### src/fpa_pkg.sv
// Shared types and constants of the fixed-point add, subtract, multiply and divide unit
`default_nettype none

package fpa_pkg;

   // ----------------------------------------------------------------
   // Register numbers and instruction lengths
   // ----------------------------------------------------------------
   localparam logic [3:0] BASE_REG_ONE = 4'h1;
   localparam logic [3:0] PAIR_BIT = 4'h1;
   localparam logic [15:0] LEN_TWO = 16'h0002;
   localparam logic [15:0] LEN_THREE = 16'h0003;

   // ----------------------------------------------------------------
   // Execution times
   // ----------------------------------------------------------------
   localparam int CLK_MHZ = 25;
   localparam int T_REG_ADD_NS = 800;
   localparam int T_IMM_ADD_NS = 1600;
   localparam int T_SHORT_ADD_NS = 1870;
   localparam int CYC_REG_ADD = (T_REG_ADD_NS * CLK_MHZ + 999) / 1000;
   localparam int CYC_IMM_ADD = (T_IMM_ADD_NS * CLK_MHZ + 999) / 1000;
   localparam int CYC_SHORT_ADD = (T_SHORT_ADD_NS * CLK_MHZ + 999) / 1000;
   localparam logic [5:0] CYC_MIN = 6'h01;

   // ----------------------------------------------------------------
   // Operations and operand sources
   // ----------------------------------------------------------------
   typedef enum logic [2:0] {
      OP_ADD = 3'b000,
      OP_ADD_MEM = 3'b001,
      OP_ADD_MEM_BR = 3'b010,
      OP_ADD_REG_BR = 3'b011,
      OP_DADD = 3'b100,
      OP_SUB = 3'b101,
      OP_MUL = 3'b110,
      OP_DIV = 3'b111
   } fpa_op_t;

   typedef enum logic [2:0] {
      MODE_REG = 3'b000,
      MODE_IMM = 3'b001,
      MODE_EA = 3'b010,
      MODE_DISP = 3'b011,
      MODE_INDEX = 3'b100
   } fpa_mode_t;

   // ----------------------------------------------------------------
   // Carriers
   // ----------------------------------------------------------------
   typedef struct packed {
      fpa_op_t op;
      fpa_mode_t mode;
      logic [3:0] dest_reg;
      logic [3:0] src_reg;
      logic [3:0] disp_field;
      logic [15:0] program_counter_reg;
      logic [15:0] second_word;
      logic [15:0] third_word;
      logic [15:0] effective_location;
   } fpa_req_t;

   typedef struct packed {
      logic we;
      logic [3:0] addr;
      logic [15:0] data;
   } fpa_rf_wr_t;

   typedef struct packed {
      logic we;
      logic [15:0] addr;
      logic [15:0] wdata;
   } fpa_mem_cmd_t;

endpackage : fpa_pkg

`default_nettype wire

### src/fpa_unit.sv
// Fixed-point arithmetic execution unit with register file and memory sequencing
//
// Behaviour
// - Add flags overflow when like-signed addends give a sum of opposite sign.
// - Subtract flags overflow when result sign equals subtrahend sign, not minuend.
// - Multiply never flags overflow; other operations use their own condition.
// - Multiply with even destination writes 32-bit product, high half in even.
// - Multiply with odd destination writes only product low 16 bits there.
// - Divide takes pair dividend; quotient to odd register, remainder to even.
// - Divide overflow is raised when the quotient cannot fit 16 bits.
// - Divide overflow when dividend sign and top magnitude bit differ.
// - Divide overflow unless shifted upper half magnitude is below divisor magnitude.
// - Double add uses 32-bit operands, divide a 32-bit dividend; all others 16-bit words.
// - Register-to-memory add writes sum to memory, register left unchanged.
// - Full-address add-branch: nonzero sum jumps to third word, else next instruction.
// - Short add-branch: nonzero sum jumps to second word, else advance by two.
// - Register add-branch writes sum, branches to effective location when nonzero.
// - Double register add sums two even-odd pairs into destination pair.
// - Immediate forms take the word after the opcode as second operand.
// - Displaced address is base register one plus displacement; indexed uses pointer.
// - Memory subtract stores register minus memory operand in destination.
// - Register add 0.8 us, immediate add 1.6 us, short add 1.87 us.
// - Pair partner number is destination number OR one.
`default_nettype none

module fpa_unit (
   // Clock and reset
   input wire logic clk,
   input wire logic reset,
   // Operation request
   input wire logic req_valid,
   output logic req_ready,
   input wire fpa_pkg::fpa_req_t req,
   output logic done,
   // Register file
   output logic [3:0] rf_raddr_a,
   output logic [3:0] rf_raddr_b,
   input wire logic [15:0] rf_rdata_a,
   input wire logic [15:0] rf_rdata_b,
   output var fpa_pkg::fpa_rf_wr_t rf_wr,
   // Memory
   output logic mem_req,
   output var fpa_pkg::fpa_mem_cmd_t mem_cmd,
   input wire logic mem_ack,
   input wire logic [15:0] mem_rdata,
   // Program register
   output logic pc_load,
   output logic [15:0] pc_value,
   // Overflow indicator
   input wire logic ovf_clear,
   output logic ovf_flag
);
   import fpa_pkg::*;

   typedef enum logic [3:0] {
      ST_IDLE = 4'b0000,
      ST_RD_DEST = 4'b0001,
      ST_RD_SRC = 4'b0010,
      ST_MEM_RD = 4'b0011,
      ST_EXEC = 4'b0100,
      ST_MEM_WR = 4'b0101,
      ST_WB_HI = 4'b0110,
      ST_WB_LO = 4'b0111,
      ST_HOLD = 4'b1000
   } fpa_state_t;

   fpa_state_t state;
   fpa_state_t next_state;
   fpa_req_t cur;
   logic [15:0] a_hi;
   logic [15:0] a_lo;
   logic [15:0] b_hi;
   logic [15:0] b_lo;
   logic [15:0] m;
   logic [15:0] res_hi;
   logic [15:0] res_lo;
   logic res_pair;
   logic [5:0] elapsed;
   logic [5:0] min_cyc;
   logic time_ok;
   logic [3:0] partner;
   logic mem_mode;

   // Combinational results of the execute step
   logic [15:0] add_sum;
   logic [15:0] sub_dif;
   logic [31:0] dsum;
   logic [31:0] prod;
   logic [31:0] dividend;
   logic [15:0] upper;
   logic [16:0] mag_up;
   logic [16:0] mag_dv;
   logic div_ovf;
   logic [31:0] quot;
   logic [31:0] rem;
   logic add_ovf;
   logic sub_ovf;
   logic dadd_ovf;
   logic next_ovf;
   logic [15:0] next_hi;
   logic [15:0] next_lo;
   logic next_pair;
   logic [15:0] branch_sum;
   logic [15:0] next_pc;

   function automatic logic [16:0] mag17(input logic [15:0] v);
      logic [16:0] x;
      x = {v[15], v};
      return v[15] ? (17'h00000 - x) : x;
   endfunction : mag17

   assign partner = cur.dest_reg | PAIR_BIT;
   assign mem_mode = (cur.mode == MODE_EA) || (cur.mode == MODE_DISP) ||
      (cur.mode == MODE_INDEX);
   assign req_ready = (state == ST_IDLE);
   assign time_ok = (elapsed >= min_cyc - CYC_MIN);
   assign done = (state == ST_HOLD) && time_ok;
   assign pc_load = done && ((cur.op == OP_ADD_MEM_BR) || (cur.op == OP_ADD_REG_BR));
   assign mem_req = (state == ST_MEM_RD) || (state == ST_MEM_WR);

   // ----------------------------------------------------------------
   // Register file read addressing
   // ----------------------------------------------------------------
   always_comb begin
      rf_raddr_a = cur.dest_reg;
      rf_raddr_b = partner;
      if (state == ST_RD_SRC) begin
         rf_raddr_a = (cur.mode == MODE_DISP) ? BASE_REG_ONE : cur.src_reg;
         rf_raddr_b = cur.src_reg | PAIR_BIT;
      end
   end

   // ----------------------------------------------------------------
   // Execute step
   // ----------------------------------------------------------------
   always_comb begin
      add_sum = a_hi + m;
      sub_dif = a_hi - m;
      dsum = {a_hi, a_lo} + {b_hi, b_lo};
      prod = 32'($signed(m) * $signed(a_lo));
      dividend = {a_hi, a_lo};
      upper = dividend[30:15];
      mag_up = mag17(upper);
      mag_dv = mag17(m);
      div_ovf = (dividend[31] != dividend[30]) || !(mag_up < mag_dv);
      quot = 32'h00000000;
      rem = 32'h00000000;
      if (m != 16'h0000) begin
         quot = 32'($signed(dividend) / $signed({{16{m[15]}}, m}));
         rem = 32'($signed(dividend) % $signed({{16{m[15]}}, m}));
      end
      add_ovf = (a_hi[15] == m[15]) && (add_sum[15] != a_hi[15]);
      sub_ovf = (sub_dif[15] == m[15]) && (sub_dif[15] != a_hi[15]);
      dadd_ovf = (a_hi[15] == b_hi[15]) && (dsum[31] != a_hi[15]);
      next_ovf = 1'b0;
      next_hi = add_sum;
      next_lo = 16'h0000;
      next_pair = 1'b0;
      case (cur.op)
         OP_ADD, OP_ADD_MEM, OP_ADD_MEM_BR, OP_ADD_REG_BR: begin
            next_ovf = add_ovf;
         end
         OP_SUB: begin
            next_hi = sub_dif;
            next_ovf = sub_ovf;
         end
         OP_DADD: begin
            next_hi = dsum[31:16];
            next_lo = dsum[15:0];
            next_pair = 1'b1;
            next_ovf = dadd_ovf;
         end
         OP_MUL: begin
            next_ovf = 1'b0;
            if (cur.dest_reg[0]) begin
               next_hi = prod[15:0];
            end else begin
               next_hi = prod[31:16];
               next_lo = prod[15:0];
               next_pair = 1'b1;
            end
         end
         OP_DIV: begin
            next_hi = rem[15:0];
            next_lo = quot[15:0];
            next_pair = 1'b1;
            next_ovf = div_ovf;
         end
         default: begin
            next_hi = add_sum;
         end
      endcase
   end

   // ----------------------------------------------------------------
   // Branch target
   // ----------------------------------------------------------------
   always_comb begin
      branch_sum = add_sum;
      next_pc = cur.program_counter_reg + LEN_TWO;
      if (cur.op == OP_ADD_REG_BR) begin
         if (branch_sum != 16'h0000) begin
            next_pc = cur.effective_location;
         end
      end else if (cur.mode == MODE_EA) begin
         next_pc = (branch_sum != 16'h0000) ? cur.third_word :
            cur.program_counter_reg + LEN_THREE;
      end else if (branch_sum != 16'h0000) begin
         next_pc = cur.second_word;
      end
   end

   // ----------------------------------------------------------------
   // Sequencing
   // ----------------------------------------------------------------
   always_comb begin
      next_state = state;
      case (state)
         ST_IDLE: if (req_valid) next_state = ST_RD_DEST;
         ST_RD_DEST: next_state = ST_RD_SRC;
         ST_RD_SRC: next_state = mem_mode ? ST_MEM_RD : ST_EXEC;
         ST_MEM_RD: if (mem_ack) next_state = ST_EXEC;
         ST_EXEC: begin
            if (cur.op == OP_ADD_MEM || cur.op == OP_ADD_MEM_BR) begin
               next_state = ST_MEM_WR;
            end else if (cur.op == OP_DIV && div_ovf) begin
               next_state = ST_HOLD;
            end else begin
               next_state = ST_WB_HI;
            end
         end
         ST_MEM_WR: if (mem_ack) next_state = ST_HOLD;
         ST_WB_HI: next_state = res_pair ? ST_WB_LO : ST_HOLD;
         ST_WB_LO: next_state = ST_HOLD;
         ST_HOLD: if (time_ok) next_state = ST_IDLE;
         default: next_state = ST_IDLE;
      endcase
   end

   always_ff @(posedge clk or posedge reset) begin
      if (reset) begin
         state <= ST_IDLE;
      end else begin
         state <= next_state;
      end
   end

   // Request capture and minimum execution time
   always_ff @(posedge clk or posedge reset) begin
      if (reset) begin
         cur <= '0;
         min_cyc <= CYC_MIN;
      end else if (state == ST_IDLE && req_valid) begin
         cur <= req;
         min_cyc <= CYC_MIN;
         if (req.op == OP_ADD) begin
            case (req.mode)
               MODE_REG: min_cyc <= 6'(CYC_REG_ADD);
               MODE_IMM: min_cyc <= 6'(CYC_IMM_ADD);
               MODE_DISP, MODE_INDEX: min_cyc <= 6'(CYC_SHORT_ADD);
               default: min_cyc <= CYC_MIN;
            endcase
         end
      end
   end

   always_ff @(posedge clk or posedge reset) begin
      if (reset) begin
         elapsed <= 6'h00;
      end else if (state == ST_IDLE) begin
         elapsed <= 6'h00;
      end else if (elapsed != 6'h3F) begin
         elapsed <= elapsed + 6'h01;
      end
   end

   // ----------------------------------------------------------------
   // Operand capture
   // ----------------------------------------------------------------
   always_ff @(posedge clk or posedge reset) begin
      if (reset) begin
         a_hi <= 16'h0000;
         a_lo <= 16'h0000;
         b_hi <= 16'h0000;
         b_lo <= 16'h0000;
         m <= 16'h0000;
      end else begin
         if (state == ST_RD_DEST) begin
            a_hi <= rf_rdata_a;
            a_lo <= rf_rdata_b;
         end
         if (state == ST_RD_SRC) begin
            b_hi <= rf_rdata_a;
            b_lo <= rf_rdata_b;
            m <= (cur.mode == MODE_IMM) ? cur.second_word : rf_rdata_a;
         end
         if (state == ST_MEM_RD && mem_ack) begin
            m <= mem_rdata;
         end
      end
   end

   // ----------------------------------------------------------------
   // Memory command
   // ----------------------------------------------------------------
   always_ff @(posedge clk or posedge reset) begin
      if (reset) begin
         mem_cmd <= '0;
      end else if (state == ST_RD_SRC) begin
         mem_cmd.we <= 1'b0;
         case (cur.mode)
            MODE_DISP: mem_cmd.addr <= rf_rdata_a + {12'h000, cur.disp_field};
            MODE_INDEX: mem_cmd.addr <= rf_rdata_a;
            default: mem_cmd.addr <= cur.effective_location;
         endcase
      end else if (state == ST_EXEC) begin
         mem_cmd.we <= 1'b1;
         mem_cmd.wdata <= add_sum;
      end
   end

   // ----------------------------------------------------------------
   // Results, write-back and program register
   // ----------------------------------------------------------------
   always_ff @(posedge clk or posedge reset) begin
      if (reset) begin
         res_hi <= 16'h0000;
         res_lo <= 16'h0000;
         res_pair <= 1'b0;
         pc_value <= 16'h0000;
      end else if (state == ST_EXEC) begin
         res_hi <= next_hi;
         res_lo <= next_lo;
         res_pair <= next_pair;
         pc_value <= next_pc;
      end
   end

   always_comb begin
      rf_wr.we = (state == ST_WB_HI) || (state == ST_WB_LO);
      rf_wr.addr = (state == ST_WB_LO) ? partner : cur.dest_reg;
      rf_wr.data = (state == ST_WB_LO) ? res_lo : res_hi;
   end

   // Sticky overflow: a new overflow beats a clear in the same cycle
   always_ff @(posedge clk or posedge reset) begin
      if (reset) begin
         ovf_flag <= 1'b0;
      end else if (state == ST_EXEC && next_ovf) begin
         ovf_flag <= 1'b1;
      end else if (ovf_clear) begin
         ovf_flag <= 1'b0;
      end
   end

   logic exec;
   assign exec = (state == ST_EXEC);
endmodule : fpa_unit

`default_nettype wire

### config.mk
export PLATFORM = sky130hd
export DESIGN_NAME = fpa_unit
export DESIGN_NICKNAME = d
export VERILOG_FILES = /design/src/fpa_pkg.sv /design/src/fpa_unit.sv
export SDC_FILE = /design/constraint.sdc
export NUM_CORES = 2
export LEC_CHECK = 0
export ABC_AREA = 0
export BUFFER_PORTS_ARGS = -buffer_cell sky130_fd_sc_hd__clkbuf_2
export CORE_MARGIN = 5
export CORE_UTILIZATION = 60
export DETAILED_ROUTE_END_ITERATION = 10
export PLACE_DENSITY_LB_ADDON = 0.05
export SYNTH_ARGS = -nofsm -noshare
export SYNTH_HDL_FRONTEND = slang
export SYNTH_SLANG_ARGS = --single-unit
### constraint.sdc
create_clock -name clk -period 110.6 [get_ports clk]
set_input_delay 16.59 -clock clk [delete_from_list [all_inputs] [get_ports clk]]
set_output_delay 16.59 -clock clk [all_outputs]
set_load 0.02 [all_outputs]
# Word-level counts from Yosys, hierarchy flattened
# Cells that the tools add are included.
# totals
register_bits	261
out_inout_bits	83
elab_cells	149
# op_classes
eq_ne	34
n_reduce_logical	32
mux	42
order_cmp	2
bitwise_logic	1
n_mul	1
n_div	2
addsub	10
# op_table
operator	n
16-bit 2-to-1 mux	13
16-bit one-hot mux with 4 select lines	1
16-bit one-hot mux with 3 select lines	1
4-bit 2-to-1 mux	10
4-bit one-hot mux with 9 select lines	1
17-bit 2-to-1 mux	2
1-bit by 16-bit subtractor with 17-bit output, first input constant	2
16-bit by 2-bit adder with 16-bit output, second input constant	2
32-bit adder	1
32-bit by 32-bit divider with 32-bit output	1
32-bit by 32-bit remainder unit with 32-bit output	1
16-bit by 16-bit multiplier with 32-bit output	1
16-bit one-hot mux with 2 select lines	1
16-bit nonzero test	2
3-bit == test, second input constant	6
6-bit 2-to-1 mux	3
6-bit one-hot mux with 3 select lines	1
17-bit < comparator	1
16-bit adder	1
16-bit by 4-bit adder with 16-bit output	1
4-bit by 3-bit == test with 1-bit output, second input constant	4
16-bit subtractor	1
3-bit by 2-bit == test with 1-bit output, second input constant	5
3-bit by 1-bit == test with 1-bit output, second input constant	3
25 further kinds	59

# Longest topological paths before layout
# depth
word_depth	9
depth_mapped	364

# Least setup slack after synthesis
# No wires, ideal clock.
# synth_timing
kind	register -> register
startpoint	register m[0]
endpoint	register res_hi[14]
path_stages_with_launch	322
n_path_buf	63
setup_slack_ps	36684
required_ps	110480
arrival_ps	73796
cell_sequence	dfrtp_1 -> clkbuf_1 -> buf_1 -> inv_1 -> ha_1 -> or3b_2 -> clkbuf_1 -> o31ai_1 -> xnor2_1 -> nor4_1 -> buf_4 -> buf_2 -> nand3_1 -> nor3_1 -> a21oi_1 -> a21oi_1 -> ha_1 -> o21a_1 -> [286 not listed] -> nor2_1 -> a31oi_1 -> o21ai_0 -> ha_1 -> nand4_1 -> nor2_1 -> and4_1 -> nand2_1 -> o21ai_1 -> clkinv_1 -> a221o_1 -> or3_1 -> or4_1 -> a211o_1 -> or2_2 -> o21ai_0 -> xnor2_1 -> a31o_2
# synth_between
elab_chain_len	3
elab_cells_between_ends	8
cone_classes	add/sub (2); mul (1); div (1); mux (3); reduce/logical (1)
# synth_lines
item	line	text
from (decl)	fpa_unit.sv:74	logic [15:0] m;
from (signal assigned)	fpa_unit.sv:295	m <= (cur.mode == MODE_IMM) ? cur.second_word : rf_rdata_a;
from (signal assigned)	fpa_unit.sv:298	m <= mem_rdata;
32-bit by 32-bit remainder unit with 32-bit output, or another cell as far along	fpa_unit.sv:150	rem = 32'($signed(dividend) % $signed({{16{m[15]}}, m}));
16-bit 2-to-1 mux (on tied branches)	fpa_unit.sv:148, fpa_unit.sv:175	
16-bit one-hot mux with 4 select lines (*)	fpa_unit.sv:159	case (cur.op)
to (signal assigned)	fpa_unit.sv:332	res_hi <= next_hi;
to (decl)	fpa_unit.sv:75	logic [15:0] res_hi;
# Mark *: on every way between the ends. The rest lies on a longest branch, timed or not.
# A chain may end at the register's enable or synchronous reset.

# Worst setup path in the final report
# layout_timing
startpoint	register m[1]
endpoint	register res_hi[15]
# The elaborated chain is that of the path after synthesis.

==> key figures <==
Status
  • Status: finished, final reports clean

Job
  • Max-Cap Viols: 0

Setup path
  • Crit path required time: 111.09 ns
  • Critical path's most frequent cell: ha_1
  • CP max stage delay: 1.05 ns
  • WP data arrival: 87.67 ns
  • Setup crit end kind: register
  • Startpoint Class: register
  • CP max stage cell: a41oi_1
  • Crit path kind: register to register
  • Top fanout value on the critical path: 37

Routing
  • Drt drc: 0
  • Detailed Route WL: 213000 µm
  • Violation count after the first detailed-route iteration: 6971
  • Drt pass-1 iters: 9
  • ANT nets after route: 0
  • DR WL/cell: 24.1 µm
  • Vias: 58238
  • Drt via density: 6.58

Final layout
  • Reg area: 6510 µm²
  • Nets: 8681
  • Area of the multi-input gates: 47200 µm²
  • Area Growth Syn to Fin: 7.24%
  • Filler cells: 8427
  • Largest registers: cur x82, mem_cmd x33
  • Share of cells above drive strength 1: 0.0893
  • Reg with most FFs: cur
  • Max reg flops: 82

Global route
  • Vias in the first global route: 55651
  • Met1 GRT Util: 0.545
  • GR Layer Usage met3: 0.0940
  • Busiest layer in global routing: met2
  • Initial antenna violation count: 10
  • Global-route wire length before repair: 323000 µm
  • M2 GR Usage: 0.641
  • GRT overflow: 0
  • Largest net degree at the start of global routing: 122
  • Total track usage: 0.413

STA
  • Setup violations, final: 0
  • Final TNS setup: 0 ns
  • F_max: 11.5 MHz
  • Final period util: 0.788
  • Worst Max-Slew Pin Slew: 1.35 ns
  • Max_slew headroom: 0.0899
  • Unrepaired setup endpoints after global routing: no
  • Max Slew Vio Count: 0
  • Final hold vios: 0
  • Skew final: 0.0413 ns
  • Min Clock Period, post-route: 87.18 ns
  • Final setup margin: 23.42 ns

Logic synthesis
  • Seq/Total Area, Yosys: 0.116
  • Ys async rst share: 1.00
  • Synth warn: 0
  • Synthesized cell area: 56100 µm²
  • Seq cells post-synth: 260
  • Main combinational cell family by area after synthesis: adder cells
  • Xor/xnor cell area share of the yosys netlist: 0.0813
  • Post-Syn Area per Cell: 7.61 µm²
  • Cells after Synth: 7372
  • EDFF count, synth: 0
  • Number of distinct library cells after synthesis: 101
  • Multiplexer share of the synthesized area: 0.0482
  • Post-synthesis compound-gate area fraction: 0.237
  • Adder-cell area share of the yosys netlist: 0.253
  • Post-synthesis simple-gate area fraction: 0.209
  • Ys flop type: dfrtp_1

Place
  • DP Worst Slack: 26.67 ns
  • Global placement routability congestion: 1.06
  • Final HPWL DP: 168000 µm
  • IO buf count: 216

Clock network
  • H-tree depth: 1
  • CTS Sinks: 260
  • Post-CTS Resized: 0
  • Hold Buf Count CTS: 0
  • Clk_lat worst skew: 0.64 ns
  • Setup bufs post-CTS: 0
  • Root buffer cell: clkbuf_16
  • CTS tree: yes
  • CTS buffer count: 29
  • Clock Path Buffers: 3
  • Clock-pin slew on the worst setup and hold paths: 0.07 ns

Floorplan
  • Die ar.: 99800 µm²
  • Initial core utilization: 0.603
  • Row count: 112
  • Die width: 316 µm
  • Ports: 218
  • Vert. Die Dim: 316 µm
  • Core region area: 93000 µm²

Worst hold path
  • Worst Hold Class: register to register
## metrics by stage
step | instance area (µm²) | std cells | util | hold WS (ns)
detailed placement | 59200 | 8791 | 0.636 | 0.454
global placement | 59200 | 8791 | 0.636 | 0.446
floorplan | 56600 | 7509 | - | 0.433
CTS | 60200 | 8845 | 0.647 | 0.468
finish | 60200 | 8855 | 0.647 | 0.474
global route | 60200 | 8853 | 0.647 | 0.502
## layout by cell type, fill, tap and decap left out, drive strengths merged, types with 71 or more instances in the layout
cell type	count
a211oi	74
a21o	179
a21oi	516
a31oi	81
and2	130
buf	114
clkbuf	256
conb	139
dfrtp	259
fa	267
ha	710
inv	507
mux2	159
mux2i	71
nand2	936
nand2b	71
nand3	173
nor2	546
nor2b	87
nor3	196
o21a	143
o21ai	479
o31ai	71
or3	90
xnor2	336
xor2	185
## cells in the mapped netlist (13+ instances only)
cell | instances | area [µm²]
o21bai_1 | 60 | 450
inv_1 | 505 | 1900
buf_1 | 44 | 165
nand2_1 | 936 | 3510
a222oi_1 | 13 | 130
o21a_1 | 143 | 1070
or3_1 | 90 | 563
dfrtp_1 | 259 | 6480
a21boi_0 | 17 | 128
and2_1 | 129 | 807
nor4_1 | 32 | 200
xor2_1 | 185 | 1620
nand3_1 | 173 | 866
nand4_1 | 60 | 375
a22oi_1 | 38 | 285
nor2_1 | 546 | 2050
o31ai_1 | 70 | 526
ha_1 | 710 | 8880
a31oi_1 | 81 | 507
and3_1 | 61 | 382
o21ai_0 | 468 | 2340
mux2_2 | 158 | 1780
o311ai_0 | 14 | 123
clkbuf_1 | 247 | 927
o221ai_1 | 21 | 184
o41ai_1 | 13 | 114
a21oi_1 | 513 | 2570
o211ai_1 | 60 | 450
nor3b_1 | 26 | 195
mux2i_1 | 71 | 711
a21o_1 | 179 | 1340
a211oi_1 | 73 | 548
nand2b_1 | 71 | 444
a221o_1 | 19 | 190
a211o_1 | 21 | 184
a31o_2 | 19 | 166
fa_1 | 267 | 5350
o22ai_1 | 38 | 238
or2_2 | 45 | 282
xnor2_1 | 336 | 2940
and4_1 | 13 | 114
nor3_1 | 195 | 976
a221oi_1 | 24 | 210
nor2b_1 | 87 | 544
## kinds of logic after synthesis
| kind of cell | after synthesis |
|---|---|
| DFF | 260 |
| and+or+nand+nor | 2511 |
| AOI/OAI and AO/OA | 2052 |
| muxes | 239 |
| xor gates and xnor gates | 521 |
| buffers and inverters | 810 |
| other | 2 |
| adders and majority gates | 977 |
## critical path: cells and delay by family, from the launching register on
family | cells | cell delay, ns
fa+ha+maj | 32 | 10.67
xor+xnor | 2 | 0.37
mux | 2 | 1.17
flops | 1 | 0.37
simple gates | 82 | 22.11
compound gates | 155 | 45.36
buf+inv | 25 | 6.77
## final timing paths
kind	startpoint	endpoint	slack, ns	cells past startpoint
hold reg to reg	res_hi[8]	res_hi[8]	0.47	2
setup reg to reg	m[1]	res_hi[15]	23.42	298
min in group asynchronous	reset	cur[80]	16.15	2
hold / removal	res_hi[8]	res_hi[8]	0.47	2
max in group asynchronous	reset	a_lo[13]	92.95	3
setup / recovery	m[1]	res_hi[15]	23.42	298
## layer usage
layer  wire, µm  vias to the layer above
met3      24400                      755
met2      91000                     3323
met5         41                        -
met4      13200                        6
li1           -                    26603
met1      84500                    27551
## area by class of cell
type,count,share of cell area
Sequential cell,260,0.108
Multi-Input combinational cell,6439,0.785
Tap cell,1254,0.0261
Clock buffer,39,0.0137
Inverter,508,0.0318
Clock inverter,15,0.00312
Antenna cell,9,0.000374
Timing Repair Buffer,331,0.0323
Power is left out: the tool's default activity adds up to more than one toggle a clock period on the data nets, which glitch-free logic cannot reach.
